`src/verilog/dma_pkg.sv`:
```
package dma_pkg;
   localparam int ADDR_W = 32;
   localparam int CNT_W = 16;
   localparam int OFS_W = 6;
   // Register offsets inside one channel window
   localparam logic [5:0] OFS_ADDR = 6'h00;
   localparam logic [5:0] OFS_PSEL = 6'h04;
   localparam logic [5:0] OFS_COUNT = 6'h08;
   localparam logic [5:0] OFS_ADDR_RELOAD = 6'h0c;
   localparam logic [5:0] OFS_COUNT_RELOAD = 6'h10;
   localparam logic [5:0] OFS_COMMAND = 6'h14;
   localparam logic [5:0] OFS_WIDTH_CFG = 6'h18;
   localparam logic [5:0] OFS_STATE = 6'h1c;
   localparam logic [5:0] OFS_MASK_SET = 6'h20;
   localparam logic [5:0] OFS_MASK_CLEAR = 6'h24;
   localparam logic [5:0] OFS_MASK_VIEW = 6'h28;
   localparam logic [5:0] OFS_FLAGS = 6'h2c;
   // Field positions
   localparam int CMD_CHANNEL_ON = 0;
   localparam int CMD_CHANNEL_OFF = 1;
   localparam int CMD_ERROR_FLAG_CLEAR = 8;
   localparam int CFG_SIZE_LSB = 0;
   localparam int CFG_DIR = 8;
   localparam int STATE_ON = 0;
   localparam int IRQ_RELOAD_EMPTY = 0;
   localparam int IRQ_ALL_DONE = 1;
   localparam int IRQ_FAULT = 2;
   localparam int IRQ_N = 3;
   // Item width codes
   localparam logic [1:0] SIZE_BYTE = 2'h0;
   localparam logic [1:0] SIZE_HALF = 2'h1;
   localparam logic [1:0] SIZE_WORD = 2'h2;
   localparam logic [31:0] RESET_WORD = 32'h0000_0000;
   localparam logic [15:0] CNT_ONE = 16'h0001;
   localparam logic [15:0] CNT_ZERO = 16'h0000;

   typedef enum logic [1:0] {
      S_IDLE = 2'b01,
      S_MOVE = 2'b10
   } fsm_t;

   // Per channel register set
   typedef struct packed {
      logic [31:0] active_memory_address;
      logic [15:0] item_counter;
      logic [31:0] memory_address_reload;
      logic [15:0] item_count_reload;
      logic [1:0] size;
      logic dir;
      logic channel_on;
      logic transfer_fault;
      logic [2:0] irq_mask;
   } chan_t;

   // Memory bus request
   typedef struct packed {
      logic req;
      logic write;
      logic [31:0] addr;
      logic [31:0] wdata;
      logic [1:0] size;
   } mem_req_t;
endpackage

```
`src/verilog/peripheral_dma_unit.sv`:
```
// Our own choices: the APB interface to the registers and the address map.
`timescale 1ns/1ps
module peripheral_dma_unit #(
   parameter int NUM_CH = 2,
   parameter int CH_W = 1
)
(
   // Clock and reset
   input wire logic core_clk_in,
   input wire logic rst_in,
   // APB slave
   input wire logic psel_in,
   input wire logic penable_in,
   input wire logic pwrite_in,
   input wire logic [11:0] paddr_in,
   input wire logic [31:0] pwdata_in,
   output logic [31:0] prdata_out,
   output logic pready_out,
   output logic pslverr_out,
   // Memory bus master
   output dma_pkg::mem_req_t mem_out,
   input wire logic mem_ack_in,
   input wire logic mem_err_in,
   input wire logic [31:0] mem_rdata_in,
   // Peripheral handshake
   input wire logic [NUM_CH-1:0] periph_req_in,
   input wire logic [31:0] periph_data_in,
   output logic [NUM_CH-1:0] periph_ack_out,
   output logic [31:0] periph_data_out,
   // Per channel interrupt requests
   output logic [NUM_CH-1:0] irq_out
);
   typedef struct packed {
      dma_pkg::fsm_t fsm;
      logic [CH_W-1:0] act;
      dma_pkg::chan_t [NUM_CH-1:0] ch;
      dma_pkg::mem_req_t mem;
      logic [NUM_CH-1:0] ack;
      logic [31:0] pdata;
      logic [31:0] prdata;
   } state_t;

   state_t st;
   state_t next_st;
   logic [NUM_CH-1:0] eligible;
   logic [NUM_CH-1:0][2:0] flags;
   logic apb_wr;
   logic [CH_W-1:0] sel_ch;
   logic [5:0] sel_ofs;
   logic sel_hit;

   // Byte step per item for an item width code
   function automatic logic [31:0] step_bytes(input logic [1:0] size);
      if (size == dma_pkg::SIZE_BYTE)
      begin
         return 32'h0000_0001;
      end
      else if (size == dma_pkg::SIZE_HALF)
      begin
         return 32'h0000_0002;
      end
      else
      begin
         return 32'h0000_0004;
      end
   endfunction

   // Source flags of one channel
   function automatic logic [2:0] src_flags(input dma_pkg::chan_t c);
      logic [2:0] f;
      f = 3'h0;
      f[dma_pkg::IRQ_FAULT] = c.transfer_fault;
      f[dma_pkg::IRQ_ALL_DONE] = (c.item_counter == dma_pkg::CNT_ZERO) &&
         (c.item_count_reload == dma_pkg::CNT_ZERO);
      f[dma_pkg::IRQ_RELOAD_EMPTY] = (c.item_count_reload == dma_pkg::CNT_ZERO);
      return f;
   endfunction

   // Register read value; write-only and absent registers read zero
   function automatic logic [31:0] reg_read(input dma_pkg::chan_t c,
                                            input logic [5:0] ofs);
      logic [31:0] v;
      v = dma_pkg::RESET_WORD;
      if (ofs == dma_pkg::OFS_ADDR)
      begin
         v = c.active_memory_address;
      end
      else if (ofs == dma_pkg::OFS_COUNT)
      begin
         v[15:0] = c.item_counter;
      end
      else if (ofs == dma_pkg::OFS_ADDR_RELOAD)
      begin
         v = c.memory_address_reload;
      end
      else if (ofs == dma_pkg::OFS_COUNT_RELOAD)
      begin
         v[15:0] = c.item_count_reload;
      end
      else if (ofs == dma_pkg::OFS_WIDTH_CFG)
      begin
         v[dma_pkg::CFG_SIZE_LSB +: 2] = c.size;
         v[dma_pkg::CFG_DIR] = c.dir;
      end
      else if (ofs == dma_pkg::OFS_STATE)
      begin
         v[dma_pkg::STATE_ON] = c.channel_on;
      end
      else if (ofs == dma_pkg::OFS_MASK_VIEW)
      begin
         v[2:0] = c.irq_mask;
      end
      else if (ofs == dma_pkg::OFS_FLAGS)
      begin
         v[2:0] = src_flags(c);
      end
      return v;
   endfunction

   // Address decode of the channel window and register offset
   always_comb
   begin
      sel_ch = paddr_in[dma_pkg::OFS_W +: CH_W];
      sel_ofs = paddr_in[dma_pkg::OFS_W-1:0];
      sel_hit = (32'(paddr_in[11:dma_pkg::OFS_W]) < NUM_CH) &&
         (sel_ofs <= dma_pkg::OFS_FLAGS) && (sel_ofs[1:0] == 2'h0);
      apb_wr = psel_in && penable_in && pwrite_in && sel_hit;
   end

   // Flags, interrupts and service eligibility per channel
   genvar gi;
   generate
      for (gi = 0; gi < NUM_CH; gi++)
      begin : g_ch
         assign flags[gi] = src_flags(st.ch[gi]);
         assign irq_out[gi] = |(flags[gi] & st.ch[gi].irq_mask);
         // Stopped on fault or empty counter
         assign eligible[gi] = st.ch[gi].channel_on && !st.ch[gi].transfer_fault &&
            (st.ch[gi].item_counter != dma_pkg::CNT_ZERO) && periph_req_in[gi];
      end
   endgenerate

   // Next state
   always_comb
   begin
      next_st = st;
      next_st.ack = '0;
      // Reload of a drained counter; idle only, so a live item is never split
      for (int i = 0; i < NUM_CH; i++)
      begin
         if (st.fsm == dma_pkg::S_IDLE &&
             st.ch[i].item_counter == dma_pkg::CNT_ZERO &&
             st.ch[i].item_count_reload != dma_pkg::CNT_ZERO)
         begin
            next_st.ch[i].active_memory_address = st.ch[i].memory_address_reload;
            next_st.ch[i].item_counter = st.ch[i].item_count_reload;
            next_st.ch[i].item_count_reload = dma_pkg::CNT_ZERO;
         end
      end
      // Read data captured in setup phase so it comes from a flop
      if (psel_in && !penable_in)
      begin
         next_st.prdata = sel_hit ? reg_read(st.ch[sel_ch], sel_ofs) : dma_pkg::RESET_WORD;
      end
      // Software writes
      if (apb_wr)
      begin
         if (sel_ofs == dma_pkg::OFS_ADDR)
         begin
            next_st.ch[sel_ch].active_memory_address = pwdata_in;
         end
         else if (sel_ofs == dma_pkg::OFS_COUNT)
         begin
            next_st.ch[sel_ch].item_counter = pwdata_in[15:0];
         end
         else if (sel_ofs == dma_pkg::OFS_ADDR_RELOAD)
         begin
            next_st.ch[sel_ch].memory_address_reload = pwdata_in;
         end
         else if (sel_ofs == dma_pkg::OFS_COUNT_RELOAD)
         begin
            next_st.ch[sel_ch].item_count_reload = pwdata_in[15:0];
         end
         else if (sel_ofs == dma_pkg::OFS_COMMAND)
         begin
            if (pwdata_in[dma_pkg::CMD_CHANNEL_ON])
            begin
               next_st.ch[sel_ch].channel_on = 1'b1;
            end
            if (pwdata_in[dma_pkg::CMD_CHANNEL_OFF])
            begin
               next_st.ch[sel_ch].channel_on = 1'b0;
            end
            if (pwdata_in[dma_pkg::CMD_ERROR_FLAG_CLEAR])
            begin
               next_st.ch[sel_ch].transfer_fault = 1'b0;
            end
         end
         else if (sel_ofs == dma_pkg::OFS_WIDTH_CFG)
         begin
            next_st.ch[sel_ch].size = pwdata_in[dma_pkg::CFG_SIZE_LSB +: 2];
            next_st.ch[sel_ch].dir = pwdata_in[dma_pkg::CFG_DIR];
         end
         else if (sel_ofs == dma_pkg::OFS_MASK_SET)
         begin
            next_st.ch[sel_ch].irq_mask = st.ch[sel_ch].irq_mask | pwdata_in[2:0];
         end
         else if (sel_ofs == dma_pkg::OFS_MASK_CLEAR)
         begin
            next_st.ch[sel_ch].irq_mask = st.ch[sel_ch].irq_mask & ~pwdata_in[2:0];
         end
      end
      // Transfer engine
      case (st.fsm)
         dma_pkg::S_IDLE:
         begin
            if (|eligible)
            begin
               // Lowest index wins: scan downward so it is written last
               for (int i = NUM_CH - 1; i >= 0; i--)
               begin
                  if (eligible[i])
                  begin
                     next_st.act = CH_W'(i);
                  end
               end
               next_st.fsm = dma_pkg::S_MOVE;
               next_st.mem.req = 1'b1;
               next_st.mem.write = st.ch[next_st.act].dir;
               next_st.mem.addr = st.ch[next_st.act].active_memory_address;
               next_st.mem.wdata = periph_data_in;
               next_st.mem.size = st.ch[next_st.act].size;
            end
         end
         dma_pkg::S_MOVE:
         begin
            if (mem_ack_in)
            begin
               next_st.fsm = dma_pkg::S_IDLE;
               next_st.mem.req = 1'b0;
               if (mem_err_in)
               begin
                  // Fault wins over a same-cycle clear; item stays pending
                  next_st.ch[st.act].transfer_fault = 1'b1;
               end
               else
               begin
                  next_st.ch[st.act].active_memory_address =
                     st.ch[st.act].active_memory_address +
                     step_bytes(st.ch[st.act].size);
                  next_st.ch[st.act].item_counter =
                     st.ch[st.act].item_counter - dma_pkg::CNT_ONE;
                  next_st.ack[st.act] = 1'b1;
                  next_st.pdata = mem_rdata_in;
               end
            end
         end
         default:
         begin
            next_st.fsm = dma_pkg::S_IDLE;
            next_st.mem.req = 1'b0;
         end
      endcase
   end

   // State register
   always_ff @(posedge core_clk_in or posedge rst_in)
   begin
      if (rst_in)
      begin
         st <= '0;
         st.fsm <= dma_pkg::S_IDLE;
      end
      else
      begin
         st <= next_st;
      end
   end

   // Outputs; zero wait state bus, error only for unmapped words
   assign prdata_out = st.prdata;
   assign pready_out = 1'b1;
   assign pslverr_out = psel_in && penable_in && !sel_hit;
   assign mem_out = st.mem;
   assign periph_ack_out = st.ack;
   assign periph_data_out = st.pdata;

   // Checks on channel 0; the empty-move check covers whichever channel is active
   logic ch0_apb;
   assign ch0_apb = apb_wr && (sel_ch == '0);
endmodule
```
`config.mk`:
```
export PLATFORM = sky130hd
export DESIGN_NAME = peripheral_dma_unit
export DESIGN_NICKNAME = d
export VERILOG_FILES = /design/src/verilog/dma_pkg.sv /design/src/verilog/peripheral_dma_unit.sv
export SDC_FILE = /design/constraint.sdc
export NUM_CORES = 1
export LEC_CHECK = 0
export BUFFER_PORTS_ARGS = -buffer_cell sky130_fd_sc_hd__buf_2
export CAP_MARGIN = 25
export CORE_ASPECT_RATIO = 0.75
export CORE_MARGIN = 3
export CORE_UTILIZATION = 55
export DETAILED_ROUTE_END_ITERATION = 10
export HOLD_SLACK_MARGIN = 0.03
export PLACE_DENSITY = 0.74
export SLEW_MARGIN = 20
export SYNTH_ARGS = -nofsm -noshare
export SYNTH_HDL_FRONTEND = slang
export SYNTH_SLANG_ARGS = --single-unit
```
`constraint.sdc`:
```
create_clock -name core_clk_in -period 12.89 [get_ports core_clk_in]
set_clock_uncertainty 0.05 [all_clocks]
set_input_delay 0.6445 -clock core_clk_in [delete_from_list [all_inputs] [get_ports core_clk_in]]
set_output_delay 0.6445 -clock core_clk_in [all_outputs]
set_load 0.02 [all_outputs]
```
==> results of run 1 <==
[area by class of cell]
class / instances / area [um^2] / area share
multi-input cells: 1224 / 9030 / 0.425
flip-flops and latches: 345 / 8640 / 0.406
repair buffers: 283 / 1520 / 0.0714
clock buffers: 49 / 1100 / 0.0519
well taps: 450 / 563 / 0.0265
inverters: 58 / 225 / 0.0106
clock inverters: 15 / 189 / 0.00888
diodes: 1 / 2.50 / 0.000118
[path summary, 6_finish.rpt]
path / startpoint / slack, ps / end / cells after the start
setup / recovery: st[342] / 8890 / st[209] / 9
hold / removal: rst_in / 110 / prdata_out[28] / 2
setup reg to reg: st[342] / 8890 / st[209] / 9
hold reg to reg: prdata_out[3] / 430 / prdata_out[3] / 2
max in group asynchronous: rst_in / 10670 / prdata_out[13] / 4
min in group core_clk_in: periph_data_in[2] / 260 / mem_out[4] / 2
[layout by cell type, fill, tap and decap left out, types with 12 or more instances in the layout]
cell,instances
dfrtp_1,343
buf_2,252
nand2_1,163
mux2_2,151
o21ai_0,110
mux2i_1,83
nor2_1,61
o22ai_1,59
inv_1,56
a22o_1,49
nor3_1,40
clkbuf_16,39
nand3_1,38
xor2_1,37
and3_1,36
a222oi_1,36
a21oi_1,33
buf_4,29
xnor2_1,28
a211oi_1,25
a221oi_1,16
mux2_1,15
nand4_1,14
a211o_1,14
o21ai_1,13
nor4_1,12
o211ai_1,12
or3_1,12
a311o_1,12
mux4_2,12
[cells in the mapped netlist, types with 9 or more instances]
cell type / instances / area [um^2]
nand2_1: 163 / 612
nor4_1: 12 / 75.1
buf_1: 9 / 33.8
a211o_1: 14 / 123
a211oi_1: 25 / 188
nand3_1: 38 / 190
xor2_1: 37 / 324
o21ai_0: 110 / 551
mux4_2: 12 / 270
o22ai_1: 59 / 369
mux2_2: 151 / 1700
a311o_1: 12 / 120
a22o_1: 49 / 429
mux2_1: 15 / 169
a32oi_1: 9 / 78.8
clkbuf_1: 92 / 345
buf_2: 30 / 150
nand3b_1: 9 / 67.6
nor2_1: 65 / 244
mux2i_1: 83 / 831
a21oi_1: 33 / 165
xnor2_1: 28 / 245
o21ai_1: 14 / 70.1
and3_1: 36 / 225
and2_1: 9 / 56.3
a221oi_1: 16 / 140
nand4_1: 14 / 87.6
dfrtp_1: 344 / 8610
or3_1: 12 / 75.1
nor3_1: 40 / 200
buf_4: 136 / 1020
o211ai_1: 12 / 90.1
nand2b_1: 9 / 56.3
a222oi_1: 36 / 360
inv_1: 57 / 214
[cells by family after synthesis]
| family | Yosys count | share of synthesized area |
|---|---|---|
| buf+inv | 325 | 0.0911 |
| xor+xnor | 65 | 0.0293 |
| compound gates | 443 | 0.162 |
| fa+ha+maj | 7 | 0.00490 |
| flops | 345 | 0.445 |
| other cells | 1 | 0.000193 |
| simple gates | 447 | 0.115 |
| mux | 261 | 0.153 |
[metal layers]
layer	GRT usage	wire length, um	vias up
li1	-	-	6945
met1	0.435	24400	8041
met2	0.450	25700	1007
met3	0.0974	7360	152
met4	0.0939	1640	2
met5	0	13	-
[power by group through the flow]
| stage | Sequential, mW | Combinational [mW] | Clock [mW] |
|---|---|---|---|
| final | 1.11 | 0.118 | 1.14 |
| after global routing | 1.11 | 0.129 | 1.19 |
| after CTS | 1.11 | 0.117 | 1.15 |
| after detailed placement | 1.13 | 0.116 | 0 |
| after global placement | 1.13 | 0.113 | 0 |
| after floorplan | 1.12 | 0.0707 | 0 |
==> results.toml, run 1 <==
[cts]
cts-resized-gates = 0
tritoncts = "built"
cts-buffers-inserted = 37
insertion_delay_ps = 550
root_buffer = "clkbuf_16"
clockBufferDepth = 3
clkTransAtPathRegs_ps = 70
postCtsHoldBufs = 0
numClockSinks = 345
cts_setup_buffers = 0
htreeDepth = 2

[setup_path]
critPathTopFamily = "buffers and inverters"
critPathArrivalTime_ps = 4380
cp_num_buf_inv = 5
max_stage_delay_ps = 780
crit_slowest_cell = "nor2_1"
critPathMaxFanout = 76
cp_cell_sequence = "buf_4, inv_1, nand2b_2, buf_4, inv_1, buf_4, nor2_1, o211ai_1, o311a_1"
required_ps = 13270
criticalPathCategory = "reg2reg"
end_kind = "flop"
crit_path_start_kind = "flop"
crit_top_cell = "buf_4"

[drt]
vias = 16100
via_per_inst = 6.66
antenna_left = 0
wl_mm = 59.1
drc = 0
initialDrtViolationCount = 2190
drtPass1Iterations = 6
wl_per_cell_um = 24.4

[floorplan]
dieArea_um2 = 37600
die_h_um = 169
rows = 58
start_util = 0.568
design.core.area_um2 = 34200
die_w_um = 223
ios = 255

[place]
pre_cts_slack_ps = 8840
place_congestion = 0.949
placed_area_um2 = 19900
hpwl_mm = 39.1
dp_cells = 2358
place.port_buffers = 253

[global_routing]
grtUsageTotal = 0.306
grt_pass1_vias = 16000
grt_max_degree = 187
grt_pass1_wl_mm = 91.4
grt_overflow_total = 0
antenna_found_initial = 2

[final_layout]
fin_util = 0.622
stdcell_area_um2 = 21300
final_nets = 2073
layout-drive-gt1-share = 0.272
areaGrowthSynthToFinish_pct = 9.59
fillers = 2773
stdcell_count = 2425

[power_and_ir_drop]
clkPwrFrac = 0.481
leakagePower_nw = 10.6
total_power_mw = 2.37
p_comb_frac = 0.050
switching_power_mw = 0.550
irDropWorstVdd_v = 0.000134
pwr-share-seq = 0.470
power_switching_share = 0.232
p_int_mw = 1.82
power_density_nw_per_um2 = 111

[synthesis]
synth_seq_cells = 345
yosys_warnings = 0
synthFlopType = "dfrtp_1"
synthArstFlopShare = 1.00
syn_nets = 2018
synth_edf_count = 0
avgSynthCellArea_um2 = 10.2
syn_area_um2 = 19400
synthCells = 1894
ys_seq_area_frac = 0.445
yosys.cell_types.count = 75

[timing]
holdWs_ps = 109
setup_ws_ps = 8890
hold_violations = 0
finalCriticalPeriod_ps = 4000
tightestPinTransition_ps = 1090
rsz0062_at_grt = "false"
slew_headroom = 0.277
setup-tns-final_ps = 0
finalSetupViolCount = 0
fin_crit_sh = 0.310
fmax_mhz = 250
drv_slew = 0

[flow_run]
drv_cap = 0

[outcome]
status = "complete, no violations"

[hold_path]
hold_class = "in2async"
No activity file was read; power rests on OpenSTA's default activity.
==> inputs of run 2 (changes only) <==
--- a/config.mk
+++ b/config.mk
@@ -5,6 +5,7 @@
 export SDC_FILE = /design/constraint.sdc
 export NUM_CORES = 1
 export LEC_CHECK = 0
+export ABC_AREA = 1
 export BUFFER_PORTS_ARGS = -buffer_cell sky130_fd_sc_hd__buf_2
 export CAP_MARGIN = 25
 export CORE_ASPECT_RATIO = 0.75
@@ -12,7 +13,7 @@
 export CORE_UTILIZATION = 55
 export DETAILED_ROUTE_END_ITERATION = 10
 export HOLD_SLACK_MARGIN = 0.03
-export PLACE_DENSITY = 0.74
+export PLACE_DENSITY = 0.73
 export SLEW_MARGIN = 20
 export SYNTH_ARGS = -nofsm -noshare
 export SYNTH_HDL_FRONTEND = slang
==> constraint.sdc (replaced) <==
create_clock -name core_clk_in -period 4.12 [get_ports core_clk_in]
set_clock_uncertainty 0.05 [all_clocks]
set_input_delay 0.206 -clock core_clk_in [delete_from_list [all_inputs] [get_ports core_clk_in]]
set_output_delay 0.206 -clock core_clk_in [all_outputs]
set_load 0.02 [all_outputs]
==> results.toml, run 2 <==
[global_routing]
grt_pass1_wl_mm = 112
grt_overflow_total = 0
antenna_found_initial = 1
grtUsageTotal = 0.383
grt_max_degree = 84
grt_pass1_vias = 18500

[synthesis]
synthTopCellsByCount = "nand2_1 (836), dfrtp_1 (344), o21ai_0 (270)"
yosysTopAreaCell = "dfrtp_1"
synth_seq_cells = 345
synthFlopType = "dfrtp_1"
yosys_warnings = 0
synth.most_common_cell = "nand2_1"
synthCells = 2636
syn_nets = 2760
ys_seq_area_frac = 0.437
avgSynthCellArea_um2 = 7.50
yosys.cell_types.count = 53
synth_area_leaders = "dfrtp_1 (44%), nand2_1 (16%), o21ai_0 (6.8%)"
yosys.area.top_type_share = 0.435
syn_area_um2 = 19800
synthArstFlopShare = 1.00
synth_edf_count = 0

[drt]
vias = 19900
drc = 0
wl_mm = 74.5
drtPass1Iterations = 8
antenna_left = 0
via_per_inst = 6.03
wl_per_cell_um = 22.6
initialDrtViolationCount = 3159

[timing]
fmax_mhz = 302
tightestPinTransition_ps = 1070
fin_crit_sh = 0.803
rsz0062_at_grt = "false"
finalCriticalPeriod_ps = 3310
slew_headroom = 0.282
finalSetupViolCount = 0
hold_violations = 0
drv_slew = 0

[hold_path]
hold_path_end = "st[323]"
holdCritStartpoint = "pwdata_in[13]"
hold-path-cell-count = 3
hold_class = "in2reg"

[final_layout]
stdcell_count = 3296
final_nets = 2935
areaGrowthSynthToFinish_pct = 14.8
layout-drive-gt1-share = 0.154
stdcell_area_um2 = 22700
fillers = 3048
diodes = 0
final_cell_mix = "nand2_1 (832), dfrtp_1 (343), o21ai_0 (270), buf_2 (253), inv_1 (206)"
final_common_cell = "nand2_1"

[cts]
clkTransAtPathRegs_ps = 60
tritoncts = "built"
numClockSinks = 345
insertion_delay_ps = 550
cts-resized-gates = 0
htreeDepth = 2
cts_setup_buffers = 0
clockBufferDepth = 3
root_buffer = "clkbuf_16"
cts-buffers-inserted = 37

[place]
place_congestion = 0.998
place.port_buffers = 253
hpwl_mm = 52.0
dp_cells = 3131
placed_area_um2 = 20500

[power_and_ir_drop]
total_power_mw = 12.1
power_density_nw_per_um2 = 534
irDropWorstVdd_v = 0.000362
leakagePower_nw = 11.6

[setup_path]
end_kind = "flop"
critPathMaxFanout = 27
worstReg2RegStart = "st[155]"
required_ps = 4490
r2r_cells = 9
reg2reg_to = "st[216]"
crit_path_start_kind = "flop"
critPathArrivalTime_ps = 3680
r2r_slack_ps = 810
criticalPathCategory = "reg2reg"

[flow_run]
drv_cap = 0

[floorplan]
ios = 255
die_w_um = 225
rows = 59
dieArea_um2 = 38300
die_h_um = 170
start_util = 0.564
design.core.area_um2 = 35100

[outcome]
status = "complete, no violations"
-- run 2: changes by cell type after synthesis, moves of 49 or more --
| cell | before | now |
|---|---|---|
| nand2_1 | 163 | 836 |
| o21ai_0 | 110 | 270 |
| mux2_2 | 151 | 0 |
| inv_1 | 57 | 207 |
| nand3_1 | 38 | 124 |
| mux2i_1 | 83 | 1 |
| a21oi_1 | 33 | 108 |
| nor2_1 | 65 | 114 |
-- run 2: layout make-up --
cell class              instances  area (um^2)  share of cell area
inverters                     223          841              0.0370
clock buffers                  53         1100              0.0484
clock inverters                14          114             0.00502
repair buffers                403         2720               0.120
well taps                     457          572              0.0252
multi-input cells            1801         8730               0.384
flip-flops and latches        345         8640               0.380
-- run 2: where the power goes --
group          switching [mW]  internal [mW]  total (mW)  leakage, nW
Clock                    1.46           1.93        3.39        0.594
Combinational            2.83           1.34        4.17         6.60
Sequential              0.454           4.11        4.57         4.41
Total                    4.75           7.38        12.1         11.6
-- run 2: timing repair --
item	4_1_cts	5_1_grt
hold buffers	96	0
endpoints found under the setup margin	0	0
endpoints found under the hold margin	193	0
-- run 2: how the worst max path moves through the flow --
| stage | end | cells past startpoint | slack (ps) | startpoint |
|---|---|---|---|---|
| 6_report | st[216] | 9 | 810 | st[155] |
| 5_1_grt | st[224] | 16 | 670 | st[342] |
| 3_5_place_dp | st[330] | 15 | 990 | st[342] |
| 2_1_floorplan | async pin | 1 | -750 | rst_in |
| 4_1_cts | st[330] | 15 | 960 | st[342] |
| 3_3_place_gp | st[226] | 15 | 1040 | st[342] |
-- run 2: kinds of logic (layout without fill, tap and decap cells) --
group,after synthesis,count (layout),share of synthesized area
buf+inv,490,693,0.123
flops,345,345,0.437
fa+ha+maj,7,7,0.00481
other cells,1,1,0.000190
simple gates,1165,1165,0.247
mux,1,1,0.000506
compound gates,587,587,0.169
xor+xnor,40,40,0.0177
-- run 2: worst max-delay path, cell delays in order (launching register included) --
cell	delay, ps
dfrtp_1	420
nor4_1	720
nand4_1	500
nand2_1	210
inv_1	390
buf_4	420
nand2_1	140
nand3_1	90
o211ai_1	130
o21ai_1	100
-- run 2: stage by stage --
stage                     setup TNS [ps]  setup WS [ps]  hold WS (ps)   util
after floorplan                  -258570           -752           263      -
after global placement                 0           1040           350  0.584
after detailed placement               0            988           353  0.584
after CTS                              0            958          31.8  0.646
after global routing                   0            667          56.9  0.647
final                                  0            812          53.5  0.647
-- run 2: routing by layer --
metal,wire length [um],GRT usage,vias up
li1,-,-,8879
met1,32100,0.579,9446
met2,28900,0.510,1382
met3,11500,0.146,155
met4,1970,0.101,0
met5,0,0,-
